==> src/sbcd_pkg.sv <==
// shared constants and carrier types for the configuration/diagnostic encoder
package sbcd_pkg;

  // ****************************************************************
  // select codes
  // ****************************************************************
  localparam logic [2:0] SEL_SBC_CFG = 3'h4;
  localparam logic [2:0] SEL_COMM = 3'h5;
  localparam logic [2:0] SEL_WDOG = 3'h6;
  localparam logic [2:0] SEL_DIAG = 3'h7;

  // ****************************************************************
  // frame field positions
  // ****************************************************************
  localparam int SEL_LSB = 0;
  localparam int PER_LSB = 6;
  localparam int PER_MSB = 10;
  localparam int WD_EN_BIT = 11;
  localparam int WD_RSV_BIT = 12;
  localparam int WD_TOW_BIT = 13;
  localparam int WD_PAR_BIT = 14;
  localparam int PAR_LO = 6;
  localparam int PAR_HI = 13;
  localparam int LIN_MODE_LSB = 6;
  localparam int CAN_MODE_LSB = 8;
  localparam int LIN_SLOPE_BIT = 10;
  localparam int THR_LSB = 6;
  localparam int WD2FB_BIT = 8;

  // ****************************************************************
  // reset values
  // ****************************************************************
  localparam logic RST_LIN_SLOPE = 1'b1;
  localparam logic [1:0] RST_CELL_MODE = 2'h0;
  localparam logic RST_WD_TOW = 1'b1;
  localparam logic RST_WD_EN = 1'b1;
  localparam logic RST_WD_RSV = 1'b1;
  localparam logic [4:0] RST_WD_PER = 5'h0f;
  localparam logic [1:0] RST_THRESH = 2'h1;
  localparam logic RST_WD2FB = 1'b1;

  // ****************************************************************
  // encodings and period arithmetic
  // ****************************************************************
  localparam logic [1:0] THR_INVALID = 2'h0;
  localparam logic [1:0] RC_NONE = 2'h0;
  localparam logic [1:0] RC_WD_FIRST = 2'h2;
  localparam logic [2:0] FB_NONE = 3'h0;
  localparam logic [2:0] FB_WD_ONE = 3'h2;
  localparam logic [2:0] FB_WD_TWO = 3'h3;
  localparam logic [2:0] FB_RESERVED = 3'h7;
  localparam int PER_STEP_LO_MS = 16;
  localparam int PER_STEP_HI_MS = 48;
  localparam int PER_OFFS_HI_MS = 464;
  localparam int PER_SPLIT = 16;

  // cell operating modes
  typedef enum logic [1:0] {
    CELL_OFF = 2'h0,
    CELL_WAKE = 2'h1,
    CELL_RX_ONLY = 2'h2,
    CELL_NORMAL = 2'h3
  } sbcd_cell_mode_t;

  // one complete received frame from the shift logic
  typedef struct packed {
    logic valid;
    logic read_only;
    logic [15:0] data;
  } sbcd_frame_t;

  // communication set-up fields
  typedef struct packed {
    logic lin_low_slope;
    sbcd_cell_mode_t can_cell_mode;
    sbcd_cell_mode_t lin_cell_mode;
  } sbcd_comm_t;

  // watchdog set-up fields
  typedef struct packed {
    logic wd_timeout_or_window;
    logic reserved_one;
    logic wd_enable;
    logic [4:0] period_code;
  } sbcd_wdog_t;

endpackage : sbcd_pkg

==> src/sbcd_encoder.sv <==
// configuration and diagnostic field encoder of the system base device
//
// Function
// - select 101 is comm set-up; slope bit resets to 1, sets low slope
// - can cell mode resets 00: off, wake, receive only, normal
// - lin cell mode resets 00: off, wake, receive only, normal
// - select 110 is watchdog; time-out and enable bits reset to 1
// - checksum is xor of bits 13..6; mismatch discards the write
// - select 111 takes no settings; output returns diagnosis encodings
// - diagnostic encodings only appear on output, ignored as input
// - threshold 01/10/11 selects level; 00 keeps previous threshold
// - period codes 0..15 give (n+1)*16 ms; default 01111 is 256 ms
// - period codes 16..31 give n*48-464 ms, up to 1024 ms
// - restart reason 2-bit code reports cause of last restart
// - restart reason clears on read-only read or sleep/fail-safe exit
// - 3-bit fallback cause code reports limp-home reason; 111 reserved
// - fallback cause returns to 000 when host switches limp home off
// - host reads strap configuration, test pin and fail-to-fallback bit
// - readout 000..011 encodes supply behaviour after one or two failures
// - readout top bit set is development mode; failures do nothing
// - unwritten fields keep defaults; current values go to serial output
// - fail-to-fallback bit resets 1: two failures needed, else one
`timescale 1ns/10ps
module sbcd_encoder (
  // clock and reset
  input wire logic clk,
  input wire logic nrst,
  // received frames from the shift logic
  input wire sbcd_pkg::sbcd_frame_t frame,
  // events from the supervisor
  input wire logic restart_evt,
  input wire logic [1:0] restart_code,
  input wire logic fallback_evt,
  input wire logic [2:0] fallback_code,
  input wire logic fallback_switch_off,
  input wire logic leave_sleep_or_failsafe,
  input wire logic wd_fail,
  input wire logic wd_ok,
  // pins
  input wire logic test_pin,
  input wire logic int_strap,
  // configuration outputs
  output sbcd_pkg::sbcd_comm_t comm_cfg,
  output sbcd_pkg::sbcd_wdog_t wdog_cfg,
  output logic [10:0] wd_period_ms,
  output logic [1:0] reset_thresh,
  output logic wd_fail_to_fallback,
  output logic sw_dev_mode,
  // watchdog failure actions
  output logic wd_restart_req,
  output logic wd_failsafe_req,
  output logic fallback_on_req,
  // serial output word
  output logic [9:0] sdo_data,
  output logic [2:0] sdo_select
);

  // ****************************************************************
  // reset release and pin synchronisation
  // ****************************************************************
  logic rst_n_q1;
  logic rst_n;
  logic [1:0] pins_s;

  // async assert, synchronous release
  always_ff @(posedge clk or negedge nrst) begin
    if (!nrst) begin
      rst_n_q1 <= 1'b0;
      rst_n <= 1'b0;
    end else begin
      rst_n_q1 <= 1'b1;
      rst_n <= rst_n_q1;
    end
  end

  sbcd_sync2 #(.WIDTH(2)) u_pin_sync (
    .clk(clk),
    .rst_n(rst_n),
    .async_in({test_pin, int_strap}),
    .sync_out(pins_s)
  );

  // ****************************************************************
  // helpers
  // ****************************************************************
  function automatic logic par_ok(input logic [15:0] d);
    par_ok = (^d[sbcd_pkg::PAR_HI:sbcd_pkg::PAR_LO])
      == d[sbcd_pkg::WD_PAR_BIT];
  endfunction : par_ok

  function automatic logic [10:0] period_ms(input logic [4:0] n);
    logic [10:0] n11;
    n11 = {6'h00, n};
    if (int'(n) < sbcd_pkg::PER_SPLIT) begin
      period_ms = 11'((n11 + 11'h001) * 11'(sbcd_pkg::PER_STEP_LO_MS));
    end else begin
      period_ms = 11'(n11 * 11'(sbcd_pkg::PER_STEP_HI_MS)
        - 11'(sbcd_pkg::PER_OFFS_HI_MS));
    end
  endfunction : period_ms

  // ****************************************************************
  // frame decode
  // ****************************************************************
  logic [2:0] sel;
  logic wr_ok;
  logic wr_comm;
  logic wr_wdog;
  logic wr_cfg;
  logic rd_diag;

  assign sel = frame.data[sbcd_pkg::SEL_LSB +: 3];
  // writes need a whole frame that is not read-only
  assign wr_ok = frame.valid && !frame.read_only;
  assign wr_comm = wr_ok && (sel == sbcd_pkg::SEL_COMM);
  assign wr_wdog = wr_ok && (sel == sbcd_pkg::SEL_WDOG)
    && par_ok(frame.data);
  assign wr_cfg = wr_ok && (sel == sbcd_pkg::SEL_SBC_CFG);
  // select 111 carries nothing in: only a read-only frame acts on it
  assign rd_diag = frame.valid && frame.read_only
    && (sel == sbcd_pkg::SEL_DIAG);

  // ****************************************************************
  // communication set-up register
  // ****************************************************************
  sbcd_pkg::sbcd_comm_t comm_q;

  always_ff @(posedge clk or negedge rst_n) begin
    if (!rst_n) begin
      comm_q.lin_low_slope <= sbcd_pkg::RST_LIN_SLOPE;
      comm_q.can_cell_mode <= sbcd_pkg::CELL_OFF;
      comm_q.lin_cell_mode <= sbcd_pkg::CELL_OFF;
    end else if (wr_comm) begin
      comm_q.lin_low_slope <= frame.data[sbcd_pkg::LIN_SLOPE_BIT];
      comm_q.can_cell_mode <= sbcd_pkg::sbcd_cell_mode_t'(
        frame.data[sbcd_pkg::CAN_MODE_LSB +: 2]);
      comm_q.lin_cell_mode <= sbcd_pkg::sbcd_cell_mode_t'(
        frame.data[sbcd_pkg::LIN_MODE_LSB +: 2]);
    end
  end

  // ****************************************************************
  // watchdog register
  // ****************************************************************
  sbcd_pkg::sbcd_wdog_t wdog_q;

  // a bad checksum leaves the last valid settings in place
  always_ff @(posedge clk or negedge rst_n) begin
    if (!rst_n) begin
      wdog_q.wd_timeout_or_window <= sbcd_pkg::RST_WD_TOW;
      wdog_q.reserved_one <= sbcd_pkg::RST_WD_RSV;
      wdog_q.wd_enable <= sbcd_pkg::RST_WD_EN;
      wdog_q.period_code <= sbcd_pkg::RST_WD_PER;
    end else if (wr_wdog) begin
      wdog_q.wd_timeout_or_window <= frame.data[sbcd_pkg::WD_TOW_BIT];
      wdog_q.reserved_one <= sbcd_pkg::RST_WD_RSV;
      wdog_q.wd_enable <= frame.data[sbcd_pkg::WD_EN_BIT];
      wdog_q.period_code <=
        frame.data[sbcd_pkg::PER_MSB:sbcd_pkg::PER_LSB];
    end
  end

  // period decode is registered so it tracks the stored code
  always_ff @(posedge clk or negedge rst_n) begin
    if (!rst_n) begin
      wd_period_ms <= 11'h100;
    end else begin
      wd_period_ms <= period_ms(wdog_q.period_code);
    end
  end

  // ****************************************************************
  // threshold and fail-to-fallback fields of the set-up register
  // ****************************************************************
  logic [1:0] thresh_q;
  logic wd2fb_q;
  logic [1:0] thr_in;

  assign thr_in = frame.data[sbcd_pkg::THR_LSB +: 2];

  // code 00 is rejected so the old level stays
  always_ff @(posedge clk or negedge rst_n) begin
    if (!rst_n) begin
      thresh_q <= sbcd_pkg::RST_THRESH;
      wd2fb_q <= sbcd_pkg::RST_WD2FB;
    end else if (wr_cfg) begin
      if (thr_in != sbcd_pkg::THR_INVALID) begin
        thresh_q <= thr_in;
      end
      wd2fb_q <= frame.data[sbcd_pkg::WD2FB_BIT];
    end
  end

  // ****************************************************************
  // strap capture
  // ****************************************************************
  logic [1:0] strap_wait_q;
  logic strap_q;

  // last capture once the synchroniser holds the pin level, not its reset
  always_ff @(posedge clk or negedge rst_n) begin
    if (!rst_n) begin
      strap_wait_q <= 2'h0;
      strap_q <= 1'b0;
    end else if (strap_wait_q != 2'h3) begin
      strap_wait_q <= strap_wait_q + 2'h1;
      strap_q <= pins_s[0];
    end
  end

  logic [2:0] strap_read;
  // b2 test pin, b1 failures needed, b0 fail-safe instead of restart
  assign strap_read = {pins_s[1], wd2fb_q, strap_q};
  assign sw_dev_mode = strap_read[2];

  // ****************************************************************
  // watchdog failure handling
  // ****************************************************************
  logic [1:0] fails_q;
  logic [1:0] fails_need;
  logic fail_hit;

  assign fails_need = wd2fb_q ? 2'h2 : 2'h1;
  // development mode swallows every failure
  assign fail_hit = wd_fail && !sw_dev_mode;

  always_ff @(posedge clk or negedge rst_n) begin
    if (!rst_n) begin
      fails_q <= 2'h0;
    end else if (fail_hit) begin
      fails_q <= (fails_q + 2'h1 >= fails_need) ? 2'h0 : fails_q + 2'h1;
    end else if (wd_ok) begin
      fails_q <= 2'h0;
    end
  end

  logic reach;
  assign reach = fail_hit && (fails_q + 2'h1 >= fails_need);

  // action pulses registered one cycle after the failure
  always_ff @(posedge clk or negedge rst_n) begin
    if (!rst_n) begin
      fallback_on_req <= 1'b0;
      wd_failsafe_req <= 1'b0;
      wd_restart_req <= 1'b0;
    end else begin
      fallback_on_req <= reach;
      wd_failsafe_req <= reach && strap_q;
      wd_restart_req <= fail_hit && !(reach && strap_q);
    end
  end

  // ****************************************************************
  // restart reason
  // ****************************************************************
  logic [1:0] restart_q;

  // a new cause wins over a clear in the same cycle
  always_ff @(posedge clk or negedge rst_n) begin
    if (!rst_n) begin
      restart_q <= sbcd_pkg::RC_NONE;
    end else if (fail_hit && !reach) begin
      restart_q <= sbcd_pkg::RC_WD_FIRST;
    end else if (restart_evt) begin
      restart_q <= restart_code;
    end else if (rd_diag || leave_sleep_or_failsafe) begin
      restart_q <= sbcd_pkg::RC_NONE;
    end
  end

  // ****************************************************************
  // fallback cause
  // ****************************************************************
  logic [2:0] fb_q;

  // reserved code from the supervisor is ignored
  always_ff @(posedge clk or negedge rst_n) begin
    if (!rst_n) begin
      fb_q <= sbcd_pkg::FB_NONE;
    end else if (reach) begin
      fb_q <= wd2fb_q ? sbcd_pkg::FB_WD_TWO : sbcd_pkg::FB_WD_ONE;
    end else if (fallback_evt && fallback_code != sbcd_pkg::FB_RESERVED) begin
      fb_q <= fallback_code;
    end else if (fallback_switch_off) begin
      fb_q <= sbcd_pkg::FB_NONE;
    end
  end

  // ****************************************************************
  // serial output word
  // ****************************************************************
  logic [9:0] rd_mux;

  always_comb begin
    rd_mux = 10'h000;
    case (sel)
      sbcd_pkg::SEL_COMM: rd_mux = {5'h00, comm_q};
      sbcd_pkg::SEL_WDOG: rd_mux = {1'b0, ^wdog_q, wdog_q};
      sbcd_pkg::SEL_SBC_CFG: rd_mux = {7'h00, wd2fb_q, thresh_q};
      sbcd_pkg::SEL_DIAG: rd_mux = {2'h0, restart_q, fb_q,
        strap_read};
      default: rd_mux = 10'h000;
    endcase
  end

  // word captured at frame end, before the clear acts
  always_ff @(posedge clk or negedge rst_n) begin
    if (!rst_n) begin
      sdo_data <= 10'h000;
      sdo_select <= 3'h0;
    end else if (frame.valid) begin
      sdo_data <= rd_mux;
      sdo_select <= sel;
    end
  end

  assign comm_cfg = comm_q;
  assign wdog_cfg = wdog_q;
  assign reset_thresh = thresh_q;
  assign wd_fail_to_fallback = wd2fb_q;
endmodule : sbcd_encoder

==> src/sbcd_sync2.sv <==
// two flip-flop synchroniser for pin inputs
`timescale 1ns/10ps
module sbcd_sync2 #(
  parameter int WIDTH = 1
) (
  // clock and reset
  input wire logic clk,
  input wire logic rst_n,
  // asynchronous in, synchronised out
  input wire logic [WIDTH-1:0] async_in,
  output logic [WIDTH-1:0] sync_out
);

  logic [WIDTH-1:0] meta_q;

  // first stage feeds only the second stage
  always_ff @(posedge clk or negedge rst_n) begin
    if (!rst_n) begin
      meta_q <= '0;
      sync_out <= '0;
    end else begin
      meta_q <= async_in;
      sync_out <= meta_q;
    end
  end

endmodule : sbcd_sync2
==> config.mk <==
export PLATFORM = sky130hd
export DESIGN_NAME = sbcd_encoder
export DESIGN_NICKNAME = d
export VERILOG_FILES = /design/src/sbcd_pkg.sv /design/src/sbcd_encoder.sv /design/src/sbcd_sync2.sv
export SDC_FILE = /design/constraint.sdc
export NUM_CORES = 1
export LEC_CHECK = 0
export BUFFER_PORTS_ARGS = -buffer_cell sky130_fd_sc_hd__buf_2
export CORE_MARGIN = 4
export CORE_UTILIZATION = 50
export DETAILED_ROUTE_END_ITERATION = 6
export PLACE_DENSITY = 0.78
export SLEW_MARGIN = 5
export SYNTH_ARGS = -nofsm -noshare
export SYNTH_HDL_FRONTEND = slang
export SYNTH_SLANG_ARGS = --single-unit
==> constraint.sdc <==
create_clock -name clk -period 5 [get_ports clk]
set_input_delay 0.25 -clock clk [delete_from_list [all_inputs] [get_ports clk]]
set_output_delay 0.25 -clock clk [all_outputs]
set_load 0.005 [all_outputs]
Yosys cells after proc, flatten, opt, wreduce, memory -nomap -nowiden
Index checks and enable logic that the tools add are counted.
{ "op_classes": {"n_addsub": 4, "muxes": 13, "mul": 1, "reduce_logical": 25, "eq_ne": 7, "order_cmp": 2} }
{ "op_table": {"columns": ["op", "count"], "rows": [
  ["9-bit case mux with 4 select lines", 1],
  ["8-bit XOR reduction", 2],
  ["2-bit two-way mux", 7],
  ["1-bit logical AND", 13],
  ["3-bit == test (second input constant)", 4],
  ["11-bit two-way mux", 1],
  ["11-bit by 9-bit subtractor with 11-bit output (second input constant)", 1],
  ["3-bit two-way mux", 3],
  ["5-bit by 2-bit multiplier with 7-bit output (second input constant)", 1],
  ["5-bit by 1-bit adder with 6-bit output (second input constant)", 1],
  ["3-bit nonzero test", 2],
  ["5-bit < comparator (second input constant)", 1],
  ["2-bit by 1-bit adder with 2-bit output (second input constant)", 2],
  ["1-bit logical NOT", 4],
  ["2-bit nonzero test", 2],
  ["3-bit inequality test (second input constant)", 1],
  ["2-bit >= comparator", 1],
  ["2-bit inequality test (second input constant)", 1],
  ["2-bit AND reduction", 1],
  ["1-bit == test", 1],
  ["1-bit logical OR", 1],
  ["1-bit two-way mux", 1]
]} }
{ "word_totals": {"in_bits": 33, "out_inout_bits": 44, "ff_bits": 58} }

Depth between registers and ports, before layout
{ "depth": {"ltp_word": 6, "ltp_mapped": 7} }

Cells and area by module
Synthesis repeated with hierarchy kept, for this count alone.
{ "hier_totals": {"hier_cells": 228, "hier_area_um2": 2611.3} }
{ "by_module_without_submodules": {"columns": ["module", "area_per_inst_um2", "cells_each", "n_inst", "seq_area_each_um2"], "rows": [
  ["sbcd_encoder", 2511.2, 224, 1, 1238.7],
  ["sbcd_sync2", 100.1, 4, 1, 100.1]
]} }

Worst setup path before layout
OpenSTA, ideal clock, no wires.
{ "synth_path": {"path_type": "flip-flop to flip-flop", "start": "reg wdog_q (netlist bit wdog_cfg[0])", "end": "reg wd_period_ms[9]", "path_stages_with_launch": 7, "arrival_ns": 1.879, "synth_period_minus_slack_ns": 1.948, "required_ns": 4.931, "setup_slack_ns": 3.052, "path_cell_list": "dfstp_2 ha_1 fa_1 o21ai_0 nand2b_1 or4_1 nand3_1"} }
{ "synth_via": {"elab_chain_len": 3, "word_cells_on_any_way": 5} }
{ "synth_lines": {"columns": ["element", "line", "text"], "rows": [
  ["start: declaration", "sbcd_encoder.sv:145", "sbcd_pkg::sbcd_wdog_t wdog_q;"],
  ["5-bit by 2-bit multiplier with 7-bit output", "sbcd_encoder.sv:97", "period_ms = 11'(n11 * 11'(sbcd_pkg::PER_STEP_HI_MS)"],
  ["11-bit by 9-bit subtractor with 11-bit output", "sbcd_encoder.sv:98", "- 11'(sbcd_pkg::PER_OFFS_HI_MS));"],
  ["11-bit two-way mux *", "sbcd_encoder.sv:94", "if (int'(n) < sbcd_pkg::PER_SPLIT) begin"],
  ["end signal: assignment", "sbcd_encoder.sv:168", "wd_period_ms <= period_ms(wdog_q.period_code);"],
  ["end: declaration", "sbcd_encoder.sv:45", "output logic [10:0] wd_period_ms,"]
]} }
Every way passes the cells marked *; elsewhere a longest branch is shown, timed or not.
A chain may end at the register's enable or synchronous reset.

Worst setup path in the final report
Same ends and word-level chain as after synthesis.

==> out/summary.txt <==
Vias in the first global route: 1,863
Startpoint types: flip-flop
# DRC: 0
Core area: 4880 µm²
Post-DR wirelength/cell: 14.8 µm
First-pass GRT wire length: 8690 µm
GPL Wtd Cong: 0.819
Aggregate global-route resource usage: 17.7%
FF+latch count, synth: 53
Syn avg cell area: 11.6 µm²
Unrepaired setup endpoints after global routing: no
Pwr Density: 499 nW/µm²
Die area: 6410 µm²
Period minus WS final: 2.10 ns
Reg2Reg Depth: 6
CP Cell Sequence: ha_1 -> fa_1 -> o21ai_0 -> nand2b_1 -> or4_1 -> nand3_1
Iteration count of the initial detailed-routing pass: 4
Cell area after synthesis: 2590 µm²
Sw Share: 34.6%
Routed Antenna Nets: 0
Hold Path Origin: test_pin
Switching Power: 0.532 mW
GR Overflow Total: 0
# H-tree levels: 2
Util after Layout: 63.2%
DR vias: 1,861
Critical Path RT: 5.24 ns
Final Cycle Share: 42.0%
Initial antenna violation count: 0
Met1 usage: 22.6%
Setup TNS: 0 ns
Die Wd: 80.0 µm
Slew Viols, Final: 0
Hold Violations, Final: 0
Post-synth top flop: dfrtp_1
I/O pin count: 77
CTS tree: built
Post-Route WL: 5340 µm
Clk_skew: 0.0131 ns
1st-iter DRT viols: 140
Hold depth: 1
DP Wirelength: 4140 µm
Initial core utilization: 53.2%
Synth warnings: 0
Die H: 80.0 µm
Worst r2r dst: wd_period_ms[9]
Fmax: 476 MHz
IO Port Bufs: 66
ANT cells: 0
Largest net degree at the start of global routing: 52
Critical-path maximum fanout: 7
Max transition margin: 24.7%
CP endpoint kind: flip-flop
Comb power frac: 39.4%
Final net count: 336
HP Class: input port to flip-flop
Worst Tran Pin Value: 1.12 ns
Max-cap violations: 0
Seq pwr share: 42.0%
Status: finished, final reports clean
Yosys cell types: 41
Row count: 25
GRT busiest layer: met2
Post-synth EDFFs: 0
Peak supply drop: 0.239 mV
Share of the yosys chip area belonging to registers: 51.6%
Clock-pin slew on the worst setup and hold paths: 0.10 ns
Crit Path Class: flip-flop to flip-flop
FF-to-FF setup slack: 2.90 ns
Clock insertion delay at the later pin of the skew report: 0.30 ns
Setup violators final: 0
GR met2 Demand/Resource: 29.2%
# fillers: 408
Cell Int Power: 1.01 mW
Share of post-route cells with drive strength above 1: 35.5%
Largest stage delay on the critical path: 0.55 ns
Clk root buf: clkbuf_8
Area growth syn-to-layout: 18.9%
Clock sink count: 53
Clock buffer depth: 2
Met3 usage: 3.16%
Cells after synthesis: 224
Async SR Flop Fraction: 100%
Worst Path Arrival: 2.34 ns
Vias per cell: 5.17
Hold Path End: u_pin_sync.meta_q[1]
Slowest-stage cell, CP: fa_1
Clock power share: 18.6%
Lkg Pwr: 1.51 nW
Critical R2R Launch: wdog_cfg[0]
CTS Buf Count: 5
## power groups by stage
stage / sequential (mW) / clock (mW) / combinational [mW]
3_3_place_gp: 0.653 / 0 / 0.585
3_5_place_dp: 0.657 / 0 / 0.607
2_1_floorplan: 0.632 / 0 / 0.440
5_1_grt: 0.664 / 0.311 / 0.682
4_1_cts: 0.648 / 0.294 / 0.612
6_report: 0.646 / 0.286 / 0.607
## kinds of logic after synthesis
group	share of synthesized area, %
AND/OR/NAND/NOR	10.3
buffers and inverters	5.30
adder cells (fa/ha/maj)	5.59
flip-flops	51.6
multiplexers	11.8
XOR/XNOR	6.75
AO/OA/AOI/OAI	8.39
other	0.289
## sequential cells by signal (all words and copies together), names as in the netlist
register             cells
rst_n                    1
wd_restart_req           1
fails_q                  2
fb_q                     3
wd_fail_to_fallback      1
wdog_cfg                 7
wd_period_ms             7
u_pin_sync.meta_q        2
comm_cfg                 5
restart_q                2
sdo_data                 9
wd_failsafe_req          1
strap_wait_q             2
u_pin_sync.sync_out      2
strap_q                  1
sdo_select               3
fallback_on_req          1
rst_n_q1                 1
reset_thresh             2
## worst max path at each step
stage / slack [ns] / endpoint / cells after the start / from
2_1_floorplan: 3.05 / wd_period_ms[9] / 6 / wdog_cfg[0]
3_3_place_gp: 2.82 / wdog_cfg[4] / 8 / frame[6]
3_5_place_dp: 2.77 / comm_cfg[3] / 4 / frame[0]
4_1_cts: 2.90 / wd_period_ms[9] / 6 / wdog_cfg[0]
5_1_grt: 2.76 / wd_period_ms[9] / 6 / wdog_cfg[0]
6_report: 2.90 / wd_period_ms[9] / 6 / wdog_cfg[0]
## critical path, delay by kind of cell, from the launching register on
family,cells,cell delay (ns)
DFF,1,0.42
adders and majority gates,2,0.82
and+or+nand+nor,3,0.67
AOI/OAI and AO/OA,1,0.12
## synthesized netlist by cell type (all sizes together), types with 3 or more instances
cell type	count	area, µm²
dfrtp	43	1080
inv	19	71.3
xnor2	16	140
mux2	15	169
o21ai	14	70.1
nand2	11	41.3
dfstp	10	263
ha	10	125
buf	9	58.8
nand3	9	45.0
nor2	8	30.0
mux2i	7	70.1
nand2b	5	31.3
a21oi	4	20.0
o22ai	4	25.0
xor2	4	35.0
a21o	3	22.5
a31oi	3	18.8
and3b	3	26.3
mux4	3	67.6
nor4	3	33.8
## area by class of cell
type,count,area (µm²),share of cell area (%)
Tap cell,67,83.8,2.72
Timing Repair Buffer,67,340,11.0
Sequential cell,53,1340,43.4
Multi-Input combinational cell,146,1140,36.9
Clock inverter,2,38.8,1.26
Clock buffer,6,72.6,2.35
Inverter,19,71.3,2.31
## cells in the final DEF, fill, tap and decap left out, drive strengths merged, types with 2 or more instances in the layout
cell	Yosys	layout
o21ai	14	14
and2	2	2
dfstp	10	10
a21oi	4	4
clkbuf	2	6
dfrtp	43	43
inv	19	19
ha	10	10
nand2b	5	5
nand2	11	11
nor4	3	3
nor2	8	8
a31oi	3	3
nand3	9	9
mux4	3	3
and3b	3	3
nor2b	2	2
xor2	4	4
conb	2	7
mux2i	7	7
a21o	3	3
o22ai	4	4
xnor2	16	16
mux2	15	15
buf	9	66
## what timing repair did
action	in CTS	in global routing
hold endpoints to repair	2	0
resized for setup	0	0
hold buffers	1	0
setup buffers	0	0
## per-stage QoR
step | worst slack, ns | total power [mW] | instance area (µm²) | hold slack (ns) | cells
6_report | 2.90 | 1.54 | 3080 | 0.0480 | 360
2_1_floorplan | 3.05 | 1.07 | 2610 | -0.0456 | 229
5_1_grt | 2.76 | 1.66 | 3080 | 0.0325 | 360
3_5_place_dp | 2.77 | 1.26 | 2960 | 0.0387 | 351
4_1_cts | 2.90 | 1.55 | 3080 | 0.0383 | 360
3_3_place_gp | 2.82 | 1.24 | 2960 | 0.0350 | 351
## layer usage
layer  routed length [µm]  up-vias
met5                    0        -
met4                   81        0
met3                  313        8
met2                 2600       61
met1                 2350      898
li1                     -      894
Note: power is estimated with default switching activity, not from simulation.
